--- src/exd_map.vh ---
// Summary of operation
// RULE1: External events are asynchronous; reset, check unmaskable.
// RULE2: Instruction exceptions synchronous; float-imprecise ones imprecise.
// RULE3: Vector equals prefix-selected base plus offset.
// RULE4: System reset vectors to offset 00100.
// RULE5: Corrupting reset clears saved recoverable flag.
// RULE6: Machine check input vectors to offset 00200.
// RULE7: Check with enable clear enters checkstop.
// RULE8: Corrupting machine check clears saved recoverable flag.
// RULE9: Failed data access vectors to offset 00300.
// RULE10: Failed instruction fetch vectors to offset 00400.
// RULE11: External interrupt taken only when enabled.
// RULE12: Misaligned access may vector to 00600.
// RULE13: Exceptions wait for earlier instructions completing; the code takes reset and machine check without waiting.
// RULE14: Taking saves state, enters supervisor, redirects fetch.
// RULE15: Handler copies save registers before next exception.
// RULE16: Priority: reset, then check, then rest.
`ifndef EXD_MAP_VH
`define EXD_MAP_VH

// Vector bases picked by the prefix bit
`define EXD_BASE_LOW 32'h00000000
`define EXD_BASE_HIGH 32'hfff00000

// Per-exception vector offsets
`define EXD_OFF_RESET 32'h00000100
`define EXD_OFF_MCHECK 32'h00000200
`define EXD_OFF_DSTORE 32'h00000300
`define EXD_OFF_ISTORE 32'h00000400
`define EXD_OFF_EXTIRQ 32'h00000500
`define EXD_OFF_ALIGN 32'h00000600
`define EXD_OFF_DECR 32'h00000900

// Source indices, also status/mask bit positions
`define EXD_SRC_RESET 0
`define EXD_SRC_MCHECK 1
`define EXD_SRC_DSTORE 2
`define EXD_SRC_ISTORE 3
`define EXD_SRC_ALIGN 4
`define EXD_SRC_EXTIRQ 5
`define EXD_SRC_DECR 6
`define EXD_SRC_CHKSTOP 7
`define EXD_NSRC 7
`define EXD_NEVT 8

// Machine state register bit positions
`define EXD_MST_RECOV 0
`define EXD_MST_USER 1
`define EXD_MST_VBASE 2
`define EXD_MST_MCEN 3
`define EXD_MST_EXTEN 4
`define EXD_MST_W 5
`define EXD_MST_RESET 5'h18

// Exception class codes
`define EXD_CLS_ASYNC_NMI 2'h0
`define EXD_CLS_ASYNC_MASK 2'h1
`define EXD_CLS_SYNC_PREC 2'h2
`define EXD_CLS_SYNC_IMPR 2'h3

// Register word indices, byte address bits 5:2
`define EXD_REG_MST 4'h0
`define EXD_REG_SRPC 4'h1
`define EXD_REG_SRST 4'h2
`define EXD_REG_STAT 4'h3
`define EXD_REG_MASK 4'h4
`define EXD_REG_VEC 4'h5
`define EXD_REG_LAST 4'h5

// AXI responses
`define EXD_RESP_OKAY 2'h0
`define EXD_RESP_SLVERR 2'h2

`endif

--- src/exd_dispatch.v ---
`timescale 1ns/100ps
`default_nettype none
`include "exd_map.vh"
// Exception recognition and dispatch with an AXI4-Lite register port
module exd_dispatch (
  // Clock and reset
  input wire mclk_i,
  input wire rst_i,
  // Asynchronous sources from pins
  input wire sys_reset_req_i,
  input wire sys_reset_corrupt_i,
  input wire mcheck_req_i,
  input wire mcheck_corrupt_i,
  input wire ext_irq_req_i,
  input wire decr_req_i,
  // Synchronous sources from the pipeline
  input wire dstore_fault_i,
  input wire instruction_storage_fault_i,
  input wire align_fault_i,
  input wire fp_imprecise_i,
  input wire older_pending_i,
  input wire [31:0] exc_pc_i,
  // Dispatch to the pipeline
  output reg take_o,
  output reg [31:0] vector_o,
  output reg [1:0] class_o,
  output reg checkstop_o,
  output reg irq_o,
  // AXI4-Lite slave
  input wire [31:0] s_axi_awaddr,
  input wire s_axi_awvalid,
  output reg s_axi_awready,
  input wire [31:0] s_axi_wdata,
  input wire [3:0] s_axi_wstrb,
  input wire s_axi_wvalid,
  output reg s_axi_wready,
  output reg [1:0] s_axi_bresp,
  output reg s_axi_bvalid,
  input wire s_axi_bready,
  input wire [31:0] s_axi_araddr,
  input wire s_axi_arvalid,
  output reg s_axi_arready,
  output reg [31:0] s_axi_rdata,
  output reg [1:0] s_axi_rresp,
  output reg s_axi_rvalid,
  input wire s_axi_rready
);

  // Synchronised pin levels
  wire [5:0] pins;
  wire s_reset;
  wire s_rcorrupt;
  wire s_mcheck;
  wire s_mcorrupt;
  wire s_ext;
  wire s_decr;

  // Architectural state
  reg [`EXD_MST_W-1:0] machine_state_reg; // Recoverable, user, base, enables
  reg [31:0] save_restore_pc; // Resume address
  reg [31:0] save_restore_state; // Copy of machine state
  reg [`EXD_NEVT-1:0] status; // Sticky event bits, write one to clear
  reg [`EXD_NEVT-1:0] mask; // Interrupt enables per event
  reg [`EXD_NSRC-1:0] pend; // Qualified requests this cycle
  reg [`EXD_NSRC-1:0] grant; // One-hot winner
  reg mc_stop; // Machine check seen while disabled

  // Bus bookkeeping
  reg [31:0] aw_addr; // Latched write address
  reg [31:0] w_data; // Latched write data
  reg [3:0] w_strb; // Latched strobes
  reg [`EXD_NEVT-1:0] next_status;
  wire wr_go;
  wire wr_hit;
  wire [3:0] wr_idx;
  wire [3:0] rd_idx;

  exd_sync #(
    .W(6)
  ) u_sync (
    .mclk_i(mclk_i),
    .rst_i(rst_i),
    .async_i({decr_req_i, ext_irq_req_i, mcheck_corrupt_i, mcheck_req_i,
      sys_reset_corrupt_i, sys_reset_req_i}),
    .sync_o(pins)
  );
  // External events are sampled only after crossing into this clock
  assign {s_decr, s_ext, s_mcorrupt, s_mcheck, s_rcorrupt, s_reset} = pins; // see RULE1

  // Fixed-priority pick: lowest index wins
  function [`EXD_NSRC-1:0] pick;
    input [`EXD_NSRC-1:0] req;
    integer k;
    reg done;
    begin
      pick = {`EXD_NSRC{1'b0}};
      done = 1'b0;
      for (k = 0; k < `EXD_NSRC; k = k + 1)
      begin
        if (req[k] && !done)
        begin
          pick[k] = 1'b1;
          done = 1'b1;
        end
      end
    end
  endfunction

  // Word index of a byte address, or an out-of-range marker
  function [3:0] reg_index;
    input [31:0] addr;
    begin
      if (addr[31:6] == 26'h0 && addr[1:0] == 2'h0 && addr[5:2] <= `EXD_REG_LAST)
        reg_index = addr[5:2];
      else
        reg_index = 4'hf;
    end
  endfunction

  // Merge a written word into a register under the byte strobes
  function [31:0] merge;
    input [31:0] old;
    input [31:0] nw;
    input [3:0] strb;
    integer b;
    begin
      merge = old;
      for (b = 0; b < 4; b = b + 1)
      begin
        if (strb[b])
          merge[b*8 +: 8] = nw[b*8 +: 8];
      end
    end
  endfunction

  // Qualify sources and arbitrate
  always @*
  begin
    pend = {`EXD_NSRC{1'b0}};
    // Unmaskable sources are never held back by the pipeline
    pend[`EXD_SRC_RESET] = s_reset; // see RULE1
    pend[`EXD_SRC_MCHECK] = s_mcheck && machine_state_reg[`EXD_MST_MCEN]; // see RULE7
    // Everything else waits for older instructions to finish
    if (!older_pending_i)
    begin
      pend[`EXD_SRC_DSTORE] = dstore_fault_i; // see RULE9
      pend[`EXD_SRC_ISTORE] = instruction_storage_fault_i; // see RULE10
      pend[`EXD_SRC_ALIGN] = align_fault_i; // see RULE12
      pend[`EXD_SRC_EXTIRQ] = s_ext && machine_state_reg[`EXD_MST_EXTEN]; // see RULE11
      pend[`EXD_SRC_DECR] = s_decr && machine_state_reg[`EXD_MST_EXTEN]; // see RULE1
    end
    // Lowest index wins: reset, then check, then the rest
    grant = pick(pend); // see RULE13 see RULE16
  end

  // Dispatch: vector, class and context save
  always @(posedge mclk_i)
  begin
    if (rst_i)
    begin
      take_o <= 1'b0;
      vector_o <= 32'h00000000;
      class_o <= `EXD_CLS_ASYNC_NMI;
      mc_stop <= 1'b0;
    end
    else
    begin
      take_o <= 1'b0;
      // Checkstop freezes dispatch until reset
      if (s_mcheck && !machine_state_reg[`EXD_MST_MCEN])
        mc_stop <= 1'b1; // see RULE7
      if (!mc_stop && (grant != {`EXD_NSRC{1'b0}}))
      begin
        take_o <= 1'b1; // see RULE14
        // Base from the prefix bit plus the fixed offset
        vector_o <= (machine_state_reg[`EXD_MST_VBASE] ? `EXD_BASE_HIGH : `EXD_BASE_LOW)
          | (grant[`EXD_SRC_RESET] ? `EXD_OFF_RESET : // see RULE4
             grant[`EXD_SRC_MCHECK] ? `EXD_OFF_MCHECK : // see RULE6
             grant[`EXD_SRC_DSTORE] ? `EXD_OFF_DSTORE : // see RULE9
             grant[`EXD_SRC_ISTORE] ? `EXD_OFF_ISTORE : // see RULE10
             grant[`EXD_SRC_ALIGN] ? `EXD_OFF_ALIGN : // see RULE12
             grant[`EXD_SRC_EXTIRQ] ? `EXD_OFF_EXTIRQ : // see RULE11
             `EXD_OFF_DECR); // see RULE3
        // Class follows the source kind
        if (grant[`EXD_SRC_RESET] || grant[`EXD_SRC_MCHECK])
          class_o <= `EXD_CLS_ASYNC_NMI; // see RULE1
        else if (grant[`EXD_SRC_EXTIRQ] || grant[`EXD_SRC_DECR])
          class_o <= `EXD_CLS_ASYNC_MASK; // see RULE1
        else if (fp_imprecise_i)
          class_o <= `EXD_CLS_SYNC_IMPR; // see RULE2
        else
          class_o <= `EXD_CLS_SYNC_PREC; // see RULE2
      end
    end
  end

  // Write channel handshakes; address and data may come in any order
  assign wr_go = !s_axi_awready && !s_axi_wready && !s_axi_bvalid;
  assign wr_idx = reg_index(aw_addr);
  assign wr_hit = wr_idx != 4'hf;
  assign rd_idx = reg_index(s_axi_araddr);
  wire [31:0] mst_image = merge({27'h0, machine_state_reg}, w_data, w_strb); // Write image

  always @(posedge mclk_i)
  begin
    if (rst_i)
    begin
      s_axi_awready <= 1'b1;
      s_axi_wready <= 1'b1;
      s_axi_bvalid <= 1'b0;
      s_axi_bresp <= `EXD_RESP_OKAY;
      aw_addr <= 32'h00000000;
      w_data <= 32'h00000000;
      w_strb <= 4'h0;
    end
    else
    begin
      // Hold each channel once taken, until the response is accepted
      if (s_axi_awvalid && s_axi_awready)
      begin
        aw_addr <= s_axi_awaddr;
        s_axi_awready <= 1'b0;
      end
      if (s_axi_wvalid && s_axi_wready)
      begin
        w_data <= s_axi_wdata;
        w_strb <= s_axi_wstrb;
        s_axi_wready <= 1'b0;
      end
      if (wr_go)
      begin
        s_axi_bvalid <= 1'b1;
        s_axi_bresp <= wr_hit ? `EXD_RESP_OKAY : `EXD_RESP_SLVERR;
      end
      if (s_axi_bvalid && s_axi_bready)
      begin
        s_axi_bvalid <= 1'b0;
        s_axi_awready <= 1'b1;
        s_axi_wready <= 1'b1;
      end
    end
  end

  // Sticky status: a hardware set in the same cycle beats the clear
  always @*
  begin
    next_status = status;
    if (wr_go && wr_idx == `EXD_REG_STAT && w_strb[0])
      next_status = status & ~w_data[`EXD_NEVT-1:0];
    if (!mc_stop)
      next_status[`EXD_NSRC-1:0] = next_status[`EXD_NSRC-1:0] | grant;
    if (s_mcheck && !machine_state_reg[`EXD_MST_MCEN])
      next_status[`EXD_SRC_CHKSTOP] = 1'b1; // see RULE7
  end

  // Architectural registers; a hardware save overrides a software write
  always @(posedge mclk_i)
  begin
    if (rst_i)
    begin
      machine_state_reg <= `EXD_MST_RESET;
      save_restore_pc <= 32'h00000000;
      save_restore_state <= 32'h00000000;
      status <= {`EXD_NEVT{1'b0}};
      mask <= {`EXD_NEVT{1'b0}};
      checkstop_o <= 1'b0;
      irq_o <= 1'b0;
    end
    else
    begin
      status <= next_status;
      checkstop_o <= mc_stop;
      irq_o <= |(next_status & mask);
      // Software writes
      if (wr_go)
      begin
        case (wr_idx)
          `EXD_REG_MST: machine_state_reg <= mst_image[`EXD_MST_W-1:0];
          `EXD_REG_SRPC: save_restore_pc <= merge(save_restore_pc, w_data, w_strb);
          `EXD_REG_SRST: save_restore_state <= merge(save_restore_state, w_data, w_strb);
          `EXD_REG_MASK: mask <= w_strb[0] ? w_data[`EXD_NEVT-1:0] : mask;
          default: ; // Status handled above; vector and unmapped are read-only
        endcase
      end
      // Context save; the old copy is simply overwritten
      if (!mc_stop && (grant != {`EXD_NSRC{1'b0}}))
      begin
        save_restore_pc <= exc_pc_i; // see RULE14 see RULE15
        save_restore_state <= {27'h0, machine_state_reg[`EXD_MST_W-1:1],
          machine_state_reg[`EXD_MST_RECOV]
          & ~(grant[`EXD_SRC_RESET] & s_rcorrupt) // see RULE5
          & ~(grant[`EXD_SRC_MCHECK] & s_mcorrupt)}; // see RULE8
        // Handler runs in supervisor mode with maskable sources off
        machine_state_reg[`EXD_MST_USER] <= 1'b0; // see RULE14
        machine_state_reg[`EXD_MST_EXTEN] <= 1'b0;
        if (grant[`EXD_SRC_RESET] || grant[`EXD_SRC_MCHECK])
          machine_state_reg[`EXD_MST_RECOV] <= 1'b0;
      end
    end
  end

  // Read channel: one cycle from address to data
  always @(posedge mclk_i)
  begin
    if (rst_i)
    begin
      s_axi_arready <= 1'b1;
      s_axi_rvalid <= 1'b0;
      s_axi_rdata <= 32'h00000000;
      s_axi_rresp <= `EXD_RESP_OKAY;
    end
    else
    begin
      if (s_axi_arvalid && s_axi_arready)
      begin
        s_axi_arready <= 1'b0;
        s_axi_rvalid <= 1'b1;
        s_axi_rresp <= (rd_idx == 4'hf) ? `EXD_RESP_SLVERR : `EXD_RESP_OKAY;
        case (rd_idx)
          `EXD_REG_MST: s_axi_rdata <= {27'h0, machine_state_reg};
          `EXD_REG_SRPC: s_axi_rdata <= save_restore_pc;
          `EXD_REG_SRST: s_axi_rdata <= save_restore_state;
          `EXD_REG_STAT: s_axi_rdata <= {24'h0, status};
          `EXD_REG_MASK: s_axi_rdata <= {24'h0, mask};
          `EXD_REG_VEC: s_axi_rdata <= vector_o;
          default: s_axi_rdata <= 32'h00000000;
        endcase
      end
      if (s_axi_rvalid && s_axi_rready)
      begin
        s_axi_rvalid <= 1'b0;
        s_axi_arready <= 1'b1;
      end
    end
  end

endmodule // exd_dispatch
`default_nettype wire

--- src/exd_sync.v ---
`timescale 1ns/100ps
`default_nettype none
// Two-stage synchroniser for a bundle of independent levels
module exd_sync #(
  parameter W = 1
) (
  // Clock and reset
  input wire mclk_i,
  input wire rst_i,
  // Levels
  input wire [W-1:0] async_i,
  output reg [W-1:0] sync_o
);

  reg [W-1:0] meta; // First stage, read only by the second

  // Each bit crosses on its own; bits are not coherent with each other
  always @(posedge mclk_i)
  begin
    if (rst_i)
    begin
      meta <= {W{1'b0}};
      sync_o <= {W{1'b0}};
    end
    else
    begin
      meta <= async_i;
      sync_o <= meta;
    end
  end

endmodule // exd_sync
`default_nettype wire

--- config.mk ---
export PLATFORM = sky130hd
export DESIGN_NAME = exd_dispatch
export DESIGN_NICKNAME = d
export VERILOG_FILES = /design/src/exd_dispatch.v /design/src/exd_sync.v
export VERILOG_INCLUDE_DIRS = /design/src /design/src/src
export SDC_FILE = /design/constraint.sdc
export NUM_CORES = 1
export LEC_CHECK = 0
export ABC_AREA = 0
export BUFFER_PORTS_ARGS = -buffer_cell sky130_fd_sc_hd__buf_2
export CELL_PAD_IN_SITES_DETAIL_PLACEMENT = 1
export CELL_PAD_IN_SITES_GLOBAL_PLACEMENT = 1
export CORE_MARGIN = 2
export CORE_UTILIZATION = 39
export DETAILED_ROUTE_END_ITERATION = 16
export PLACE_DENSITY = 0.79
export SLEW_MARGIN = 20
export SYNTH_ARGS = -nofsm -noshare
export SYNTH_HDL_FRONTEND = slang
export SYNTH_SLANG_ARGS = --single-unit
--- constraint.sdc ---
create_clock -name mclk_i -period 2.5 [get_ports mclk_i]
set_input_delay 0.25 -clock mclk_i [delete_from_list [all_inputs] [get_ports mclk_i]]
set_output_delay 0.25 -clock mclk_i [all_outputs]
set_load 0.005 [all_outputs]
* Word-level counts from Yosys, hierarchy flattened
Cells that the tools add are included.
Word-level totals: flip-flop bits (word level) 244, output and inout bits 78, logic and storage cells 175
Cells by class: order comparisons 2, equal/unequal tests 11, muxes and demuxes 49, bitwise operators 11, reductions and logical operators 68
Operators with widths (count):
- $pmux 32 s6 | 1
- $mux 32 | 4
- $mux 12 | 6
- $logic_not 26->1 | 2
- $mux 5 | 8
- $mux 8 | 5
- $reduce_and 3->1 | 12
- $or 32x12->32 | 1
- $logic_and 1x1->1 | 24
- $mux 1 | 18
- $and 8x8->8 | 2
- $eq 4x2->1 const B | 4
- $reduce_bool 2->1 | 8
- $eq 4x3->1 const B | 3
- $logic_not 1->1 | 11
- $eq 4x1->1 const B | 2
- $le 4x3->1 const B | 2
- $logic_not 4->1 | 2
- $mux 2 | 4
- $mux 4 | 2
- $not 8->8 | 1
- $reduce_or 8->1 | 1
- $mux 7 | 1
- $or 7x7->7 | 1
- other kinds (8) | 16

* Longest topological paths before layout
Gate-level depths: netlist (run 1).
word-level depth 23, depth in mapped cells 8, depth with buffers taken out 6

* By module
From an unflattened synthesis (run 1), not the netlist that was laid out.
Second synthesis, totals: cell total of the unflattened synthesis 1011, area total of the unflattened synthesis 8918.6 sq um
Modules (own cells, without submodules):
- exd_dispatch | times used 1, cells each 986, area an instance 8552.0 sq um, seq. area each 4063.9 sq um
- exd_sync | times used 1, cells each 25, area an instance 366.6 sq um, seq. area each 240.2 sq um

* Worst setup path after synthesis (run 1)
OpenSTA, ideal clock, no wires.
path kind flip-flop to flip-flop, start point register aw_addr[7], end point register machine_state_reg[4], library setup time 0.122 ns, arrival 1.894 ns, setup slack 0.484 ns, stages on the path, launching flop included 7, path buffers 1, clock period less this slack 2.016 ns, cells stage by stage dfxtp_1 > nor4_1 > nand4_1 > nor4_4 > nand4bb_1 > buf_2 > a311o_1
On the way: longest elaborated chain between the ends 7
RTL lines:
- start, declared | RTL line exd_dispatch.v:69 | reg [31:0] aw_addr;
- start signal, assigned | RTL line exd_dispatch.v:221 | aw_addr <= s_axi_awaddr;
- $logic_not 26->1 | RTL line exd_dispatch.v:113 | if (addr[31:6] == 26'h0 && addr[1:0] == 2'h0 && addr[5:2] <= `EXD_REG_LAST)
- $logic_and 1x1->1 | RTL line exd_dispatch.v:113
- $logic_and 1x1->1 (no line)
- $mux 4 | RTL line exd_dispatch.v:113
- $logic_not 4->1 | RTL line exd_dispatch.v:277 | case (wr_idx)
- $reduce_bool 2->1 (no line)
- $reduce_and 3->1 (no line)
- end signal, assigned | RTL line exd_dispatch.v:261 | machine_state_reg <= `EXD_MST_RESET;
- end signal, assigned | RTL line exd_dispatch.v:278 | `EXD_REG_MST: machine_state_reg <= mst_image[`EXD_MST_W-1:0];
- end, declared | RTL line exd_dispatch.v:59 | reg [`EXD_MST_W-1:0] machine_state_reg;
Every way passes these cells. A chain may end at the register's enable or synchronous reset.

* Worst setup path in the final report (run 1)
start point register machine_state_reg[4], end point register save_restore_pc[1]
On the way: longest elaborated chain between the ends 11, elaborated cells on any way between the ends 16
RTL lines:
- $logic_and 1x1->1 | RTL line exd_dispatch.v:149 | pend[`EXD_SRC_EXTIRQ] = s_ext && machine_state_reg[`EXD_MST_EXTEN];
- $mux 5 * | RTL line exd_dispatch.v:144 | if (!older_pending_i)
- $logic_and 1x1->1 | RTL line exd_dispatch.v:100 | if (req[k] && !done)
- $mux 1 | RTL line exd_dispatch.v:100
- $logic_not 1->1 | RTL line exd_dispatch.v:100
- $logic_and 1x1->1 | RTL line exd_dispatch.v:100
- $mux 1 | RTL line exd_dispatch.v:100
- $reduce_bool 7->1 * | RTL line exd_dispatch.v:286 | if (!mc_stop && (grant != {`EXD_NSRC{1'b0}}))
- $logic_and 1x1->1 * | RTL line exd_dispatch.v:286
- $reduce_bool 2->1 (no line)
- $reduce_and 3->1 (no line)
- end signal, assigned | RTL line exd_dispatch.v:279 | `EXD_REG_SRPC: save_restore_pc <= merge(save_restore_pc, w_data, w_strb);
- end signal, assigned | RTL line exd_dispatch.v:288 | save_restore_pc <= exc_pc_i;
- end, declared | RTL line exd_dispatch.v:60 | reg [31:0] save_restore_pc;
Every way passes the cells marked *; elsewhere a longest branch is shown, timed or not.

==> results of run 1 <==
## worst min path at each step
stage                           startpoint                to  slack, ns
after floorplan              s_axi_awvalid     s_axi_awready       0.35
after global placement      u_sync.meta[1]  u_sync.sync_o[1]       0.42
after detailed placement    u_sync.meta[3]  u_sync.sync_o[3]       0.42
after CTS                   s_axi_wdata[5]         w_data[5]     0.0004
after global routing      s_axi_awaddr[16]       aw_addr[16]      0.003
final                     s_axi_awaddr[14]       aw_addr[14]      0.006
## layout make-up
class / instances / area, um2 / share of cell area
flip-flops and latches: 215 / 4300 / 0.366
inverters: 11 / 41.3 / 0.00351
multi-input cells: 705 / 4080 / 0.347
repair buffers: 333 / 2250 / 0.192
well taps: 280 / 350 / 0.0298
diodes: 1 / 2.50 / 0.000213
clock buffers: 31 / 656 / 0.0558
clock inverters: 7 / 66.3 / 0.00564
## worst max-delay path: cells and delay by family, from the launching register on
kind,cells,cell delay [ns]
AO/OA/AOI/OAI,3,0.91
buffers and inverters,1,0.23
flip-flops,1,0.35
AND/OR/NAND/NOR,3,0.72
## layer usage
layer	vias up	global-route usage	routed length (um)
met5	-	0	0
met4	0	0.0770	831
met3	61	0.0349	1420
met2	251	0.448	15200
met1	4132	0.313	12900
li1	4018	-	-
## through the flow
stage	hold WS, ns	util	worst slack, ns	power (uW)	cells
floorplan	0.350	-	0.484	4100	1023
global placement	0.424	0.458	0.258	4370	1449
detailed placement	0.424	0.459	0.170	4400	1449
CTS	0.000351	0.534	0.153	7800	1580
global route	0.00258	0.535	0.0459	8090	1582
finish	0.00646	0.535	0.182	7790	1583
## cell usage in the layout (no fill, tap or decap), drive strengths merged, types with 2 or more instances in the layout
cell type,instances
a22o,12
a21oi,95
inv,11
a21boi,2
nand4b,2
or3,2
clkinv,5
a222oi,16
o21ai,63
o21ba,2
mux2i,69
mux4,5
and2,4
nor3,12
clkbuf,31
nor2,72
buf,239
dfxtp,215
nand3,15
nor4,19
o21bai,2
a311oi,6
dlygate4sd3,94
mux2,4
a22oi,16
conb,18
a31oi,3
nor2b,20
nand4,3
a211oi,3
nand2,221
nand2b,3
nor4b,3
## logic make-up (layout without fill, tap and decap cells)
group	after synthesis	count (layout)
simple gates	381	381
compound gates	228	228
flops	215	215
buf+inv	103	382
mux	78	78
other cells	1	19
## what timing repair did
item | 4_1_cts | 5_1_grt
buffers inserted | 0 | 1
hold buffers | 93 | 1
endpoints found under the setup margin | 0 | 21
hold endpoints to repair | 92 | 1
## power by group
group,internal [uW],switching [uW],total [uW],leakage [uW]
sequential,3570,115,3680,0.00176
combinational,366,419,785,0.00309
clock,1930,1390,3320,0.000357
==> flow_summary.toml, run 1 <==
[yosys]
synth_area_per_cell_um2 = 8.72
synth.top_cell.area_share = 0.490
netlist_instances = 1006
synth_xor_area_frac = 0
yosys.area.top_type = "dfxtp_1"
yosys.area_share.adder = 0
yosysWarnings = 0
synth_area_um2 = 8780
synth.most_common_cell = "nand2_1"
synth_top_family_by_area = "simple AND/OR/NAND/NOR gates"
ys_seq_area_frac = 0.490
synthSimpleGateAreaFrac = 0.195
ys_types = 53
ys_async_sr_fraction = 0
yosys-top-cells-count = "nand2_1 (219), dfxtp_1 (215), a21oi_1 (95)"
ys_ff_latch = 215
synth_ff_type = "dfxtp_1"
synth_compound_area_frac = 0.159
synth-edff-count = 0
yosys-mux-area-fraction = 0.0967
synthTopCellsByArea = "dfxtp_1 (49%), nand2_1 (9.4%), mux2i_1 (7.9%)"

[die]
start_util = 0.400
die_area_um2 = 23700
core_region_area_um2 = 22000
num_io_pins = 228
rows = 54
fp.dieW_um = 154
die_y_um = 154

[sta]
grt_setup_unrepaired = "false"
clock_skew_ns = 0.0177
setup_violations = 0
setup_tns_ns = 0
worstMarginPinSlew_ns = 0.963
max_slew_margin = 0.357
fmax_mhz = 431
period_minus_slack_ns = 2.32
drv_slew = 0
finalCritPeriodShare = 0.927
hold_viol = 0

[global_route]
grtUsageTotal = 0.251
grt_pass1_vias = 8940
grt_pass1_wl_mm = 48.2
grt_max_degree = 96
globalRoute.totalOverflow = 0
antenna_found_initial = 1

[placed_design]
hpwl_mm = 18.9
post_dp_cell_area_um2 = 10100
io_buffers = 209
gp_congestion = 0.807

[clock_network]
clk_latency_ns = 0.51
cts-root-buf = "clkbuf_16"
path_clk_slew_ns = 0.07
clock-sinks = 215
tritoncts = "built"
cts_buffer_depth = 3
cts.repair.resized = 0
cts_buffers = 23
h-tree-depth = 1

[detailed_routing]
vias = 8462
drt_iter0_drc = 512
ant_nets = 0
routed_wirelength_mm = 30.4
drt-pass1-iter-count = 6
viasPerCell = 5.35
wire_per_inst_um = 19.2
drc_errors = 0

[power]
p_leak_uw = 0.00521
powerDensity_nw_per_um2 = 663
peakVddDrop_v = 0.000443

[worst_setup_path]
worstSetupEndpointType = "flip-flop"
path_max_fanout = 33
cp_slowest_cell = "o41ai_2"
path_cells = "or3b_1 -> o41ai_2 -> o21bai_2 -> nor2_2 -> buf_12 -> nand2_1 -> o21ai_0"
timing.reg2reg.setup_slack_ns = 0.18
critical_path_class = "reg -> reg"
timing.rr.start = "machine_state_reg[4]"
critPathMaxStageDelay_ns = 0.44
critPathLaunch = "machine_state_reg[4]"
r2r_end = "save_restore_pc[1]"
start_kind = "flip-flop"
required_ns = 2.91
critPathCapture = "save_restore_pc[1]"
crit_arrival_ns = 2.73
reg2regPathDepth = 7

[layout]
area_growth_syn_to_layout_pct = 33.9
fillCellCount = 2598
fin_nets = 1439
final_area_um2 = 11700
drive_gt1_frac = 0.233

[run_status]
run_status = "finished, final reports clean"

[job]
drv_cap = 0

[min_path]
hold_class = "in -> reg"
hold_path_depth = 3
Power figures use the tool's default switching activity.
==> run 2: changes to the inputs <==
clock period = 2.3 ns   (was 2.5 ns; I/O delays follow)
==> flow_summary.toml, run 2 (same netlist as run 1, synthesis figures left out) <==
[worst_setup_path]
r2r_end = "save_restore_pc[26]"
start_kind = "flip-flop"
timing.reg2reg.setup_slack_ns = 0.13
worstPathBufferInverterCount = 2
path_cells = "nor4_2 -> nand4_1 -> buf_4 -> nor4_4 -> buf_4 -> nand3_2 -> mux2i_1 -> o21ai_0"
timing.rr.start = "aw_addr[7]"
cp_slowest_cell = "dfxtp_1"
cp_common_cell = "buf_4"
reg2regPathDepth = 8
crit_arrival_ns = 2.60
critical_path_class = "reg -> reg"
critPathMaxStageDelay_ns = 0.32
path_delay_family = "simple AND/OR/NAND/NOR gates"
worstSetupEndpointType = "flip-flop"
path_max_fanout = 8
required_ns = 2.73

[die]
start_util = 0.400
die_y_um = 154
fp.dieW_um = 154
rows = 54
num_io_pins = 228
core_region_area_um2 = 22000
die_area_um2 = 23700

[sta]
period_minus_slack_ns = 2.17
hold_viol = 1
drv_slew = 0
finalCritPeriodShare = 0.944
fin_hold_ws_ns = -0.00108
fmax_mhz = 461
clock_skew_ns = 0.0193
worstMarginPinSlew_ns = 0.589
max_slew_margin = 0.607
setup_violations = 0
grt_setup_unrepaired = "true"

[placed_design]
gp_congestion = 0.876
dp_cells = 1459
io_buffers = 209
post_dp_cell_area_um2 = 10200
hpwl_mm = 19.8

[power]
internal-power_uw = 6400
comb_power_share = 0.105
pwr-share-seq = 0.468
p_total_uw = 8570
swShare = 0.253
p_switching_uw = 2170
powerDensity_nw_per_um2 = 714
p_leak_uw = 0.00531
pwr-share-clk = 0.427
peakVddDrop_v = 0.000434

[clock_network]
cts_buffers = 23
h-tree-depth = 1
path_clk_slew_ns = 0.06
tritoncts = "built"
cts_buffer_depth = 3
cts-root-buf = "clkbuf_16"
postCtsSetupBuffers = 0
clk_latency_ns = 0.52
clock-sinks = 215

[detailed_routing]
routed_wirelength_mm = 32.3
viasPerCell = 5.40
wire_per_inst_um = 20.1
drt_iter0_drc = 611
drt-pass1-iter-count = 5
vias = 8672
drc_errors = 0
ant_nets = 0

[global_route]
globalRouteMet3Util = 0.0445
grt_use_met1 = 0.315
grtUsageTotal = 0.266
antenna_found_initial = 3
grt_max_degree = 90
grt_pass1_vias = 9279
globalRoute.totalOverflow = 0
grt_pass1_wl_mm = 50.5
met2_usage = 0.479
top_usage_layer = "met2"

[layout]
area_growth_syn_to_layout_pct = 36.8
fillCellCount = 2526
layout_commonest_cell = "nand2_1"
instances_no_fill = 1605
final_cell_mix = "nand2_1 (219), dfxtp_1 (215), buf_2 (208), dlygate4sd3_1 (102), a21oi_1 (94)"
fin_nets = 1456
final_area_um2 = 12000
drive_gt1_frac = 0.239

[min_path]
hold_class = "in -> reg"
hold_end = "aw_addr[7]"
hold_path_startpoint = "s_axi_awaddr[7]"
hold_path_depth = 3

[job]
drv_cap = 0

[run_status]
run_status = "finished with violations"
violations = "negative hold slack"
## run 2: cell types whose count changed in the layout (fill, tap and decap cells not counted)
cell / previous run / this run
nor3_2: 0 / 1
nor4_2: 2 / 5
buf_12: 3 / 9
nor3_1: 12 / 11
dlygate4sd3_1: 94 / 102
nor4_1: 14 / 11
buf_4: 28 / 31
nand3_1: 11 / 10
a21oi_4: 1 / 0
nand3_4: 0 / 1
clkbuf_8: 5 / 4
clkbuf_1: 3 / 7
a21oi_2: 0 / 1
diode_2: 1 / 3
## run 2: how the worst max path moves through the flow
| stage | from | endpoint | slack (ns) | depth (start not counted) |
|---|---|---|---|---|
| 2_1_floorplan | aw_addr[7] | machine_state_reg[4] | 0.28 | 6 |
| 4_1_cts | aw_addr[28] | mask[1] | 0.06 | 9 |
| 3_3_place_gp | aw_addr[28] | irq_o | 0.15 | 8 |
| 5_1_grt | aw_addr[7] | save_restore_pc[16] | -0.03 | 8 |
| 6_report | aw_addr[7] | save_restore_pc[26] | 0.13 | 8 |
| 3_5_place_dp | aw_addr[28] | save_restore_pc[22] | 0.07 | 8 |
## run 2: cell type report
cell class                      instances  area (um2)  area share
Clock buffer                           34         657      0.0547
Multi-Input combinational cell        705        4100       0.342
Antenna cell                            3        7.51    0.000625
Sequential cell                       215        4300       0.359
Clock inverter                          7        66.3     0.00552
Inverter                               11        41.3     0.00344
Timing Repair Buffer                  350        2470       0.206
Tap cell                              280         350      0.0292
## run 2: timing repair
item / CTS / global route
resized for setup: 0 / 6
setup endpoints to repair: 0 / 72
hold buffers: 102 / 0
hold endpoints to repair: 102 / 0
## run 2: per-stage QoR
step | worst slack (ns) | util | TNS (ns)
after floorplan | 0.284 | - | 0
after global placement | 0.153 | 0.465 | 0
after detailed placement | 0.0690 | 0.465 | 0
after CTS | 0.0598 | 0.545 | 0
after global routing | -0.0266 | 0.547 | -0.0671
final | 0.129 | 0.547 | 0
## run 2: per-layer routing
layer  up-vias  wire length, um  share of wire
met2       333            16200           0.50
li1       4058                -              -
met4         0             1160          0.036
met1      4200            13100           0.40
met3        81             1910          0.059
met5         -                0              0
## run 2: power by group through the flow
stage / clock network, uW / logic, uW / registers [uW]
2_1_floorplan: 0 / 413 / 4040
3_3_place_gp: 0 / 711 / 4070
4_1_cts: 3660 / 871 / 4000
5_1_grt: 3860 / 986 / 4030
3_5_place_dp: 0 / 730 / 4080
6_report: 3650 / 901 / 4010
## run 2: tightest hold or removal path, cell delays in order
cell,delay (ns)
buf_2,0.10
nand2_1,0.06
a21oi_1,0.06
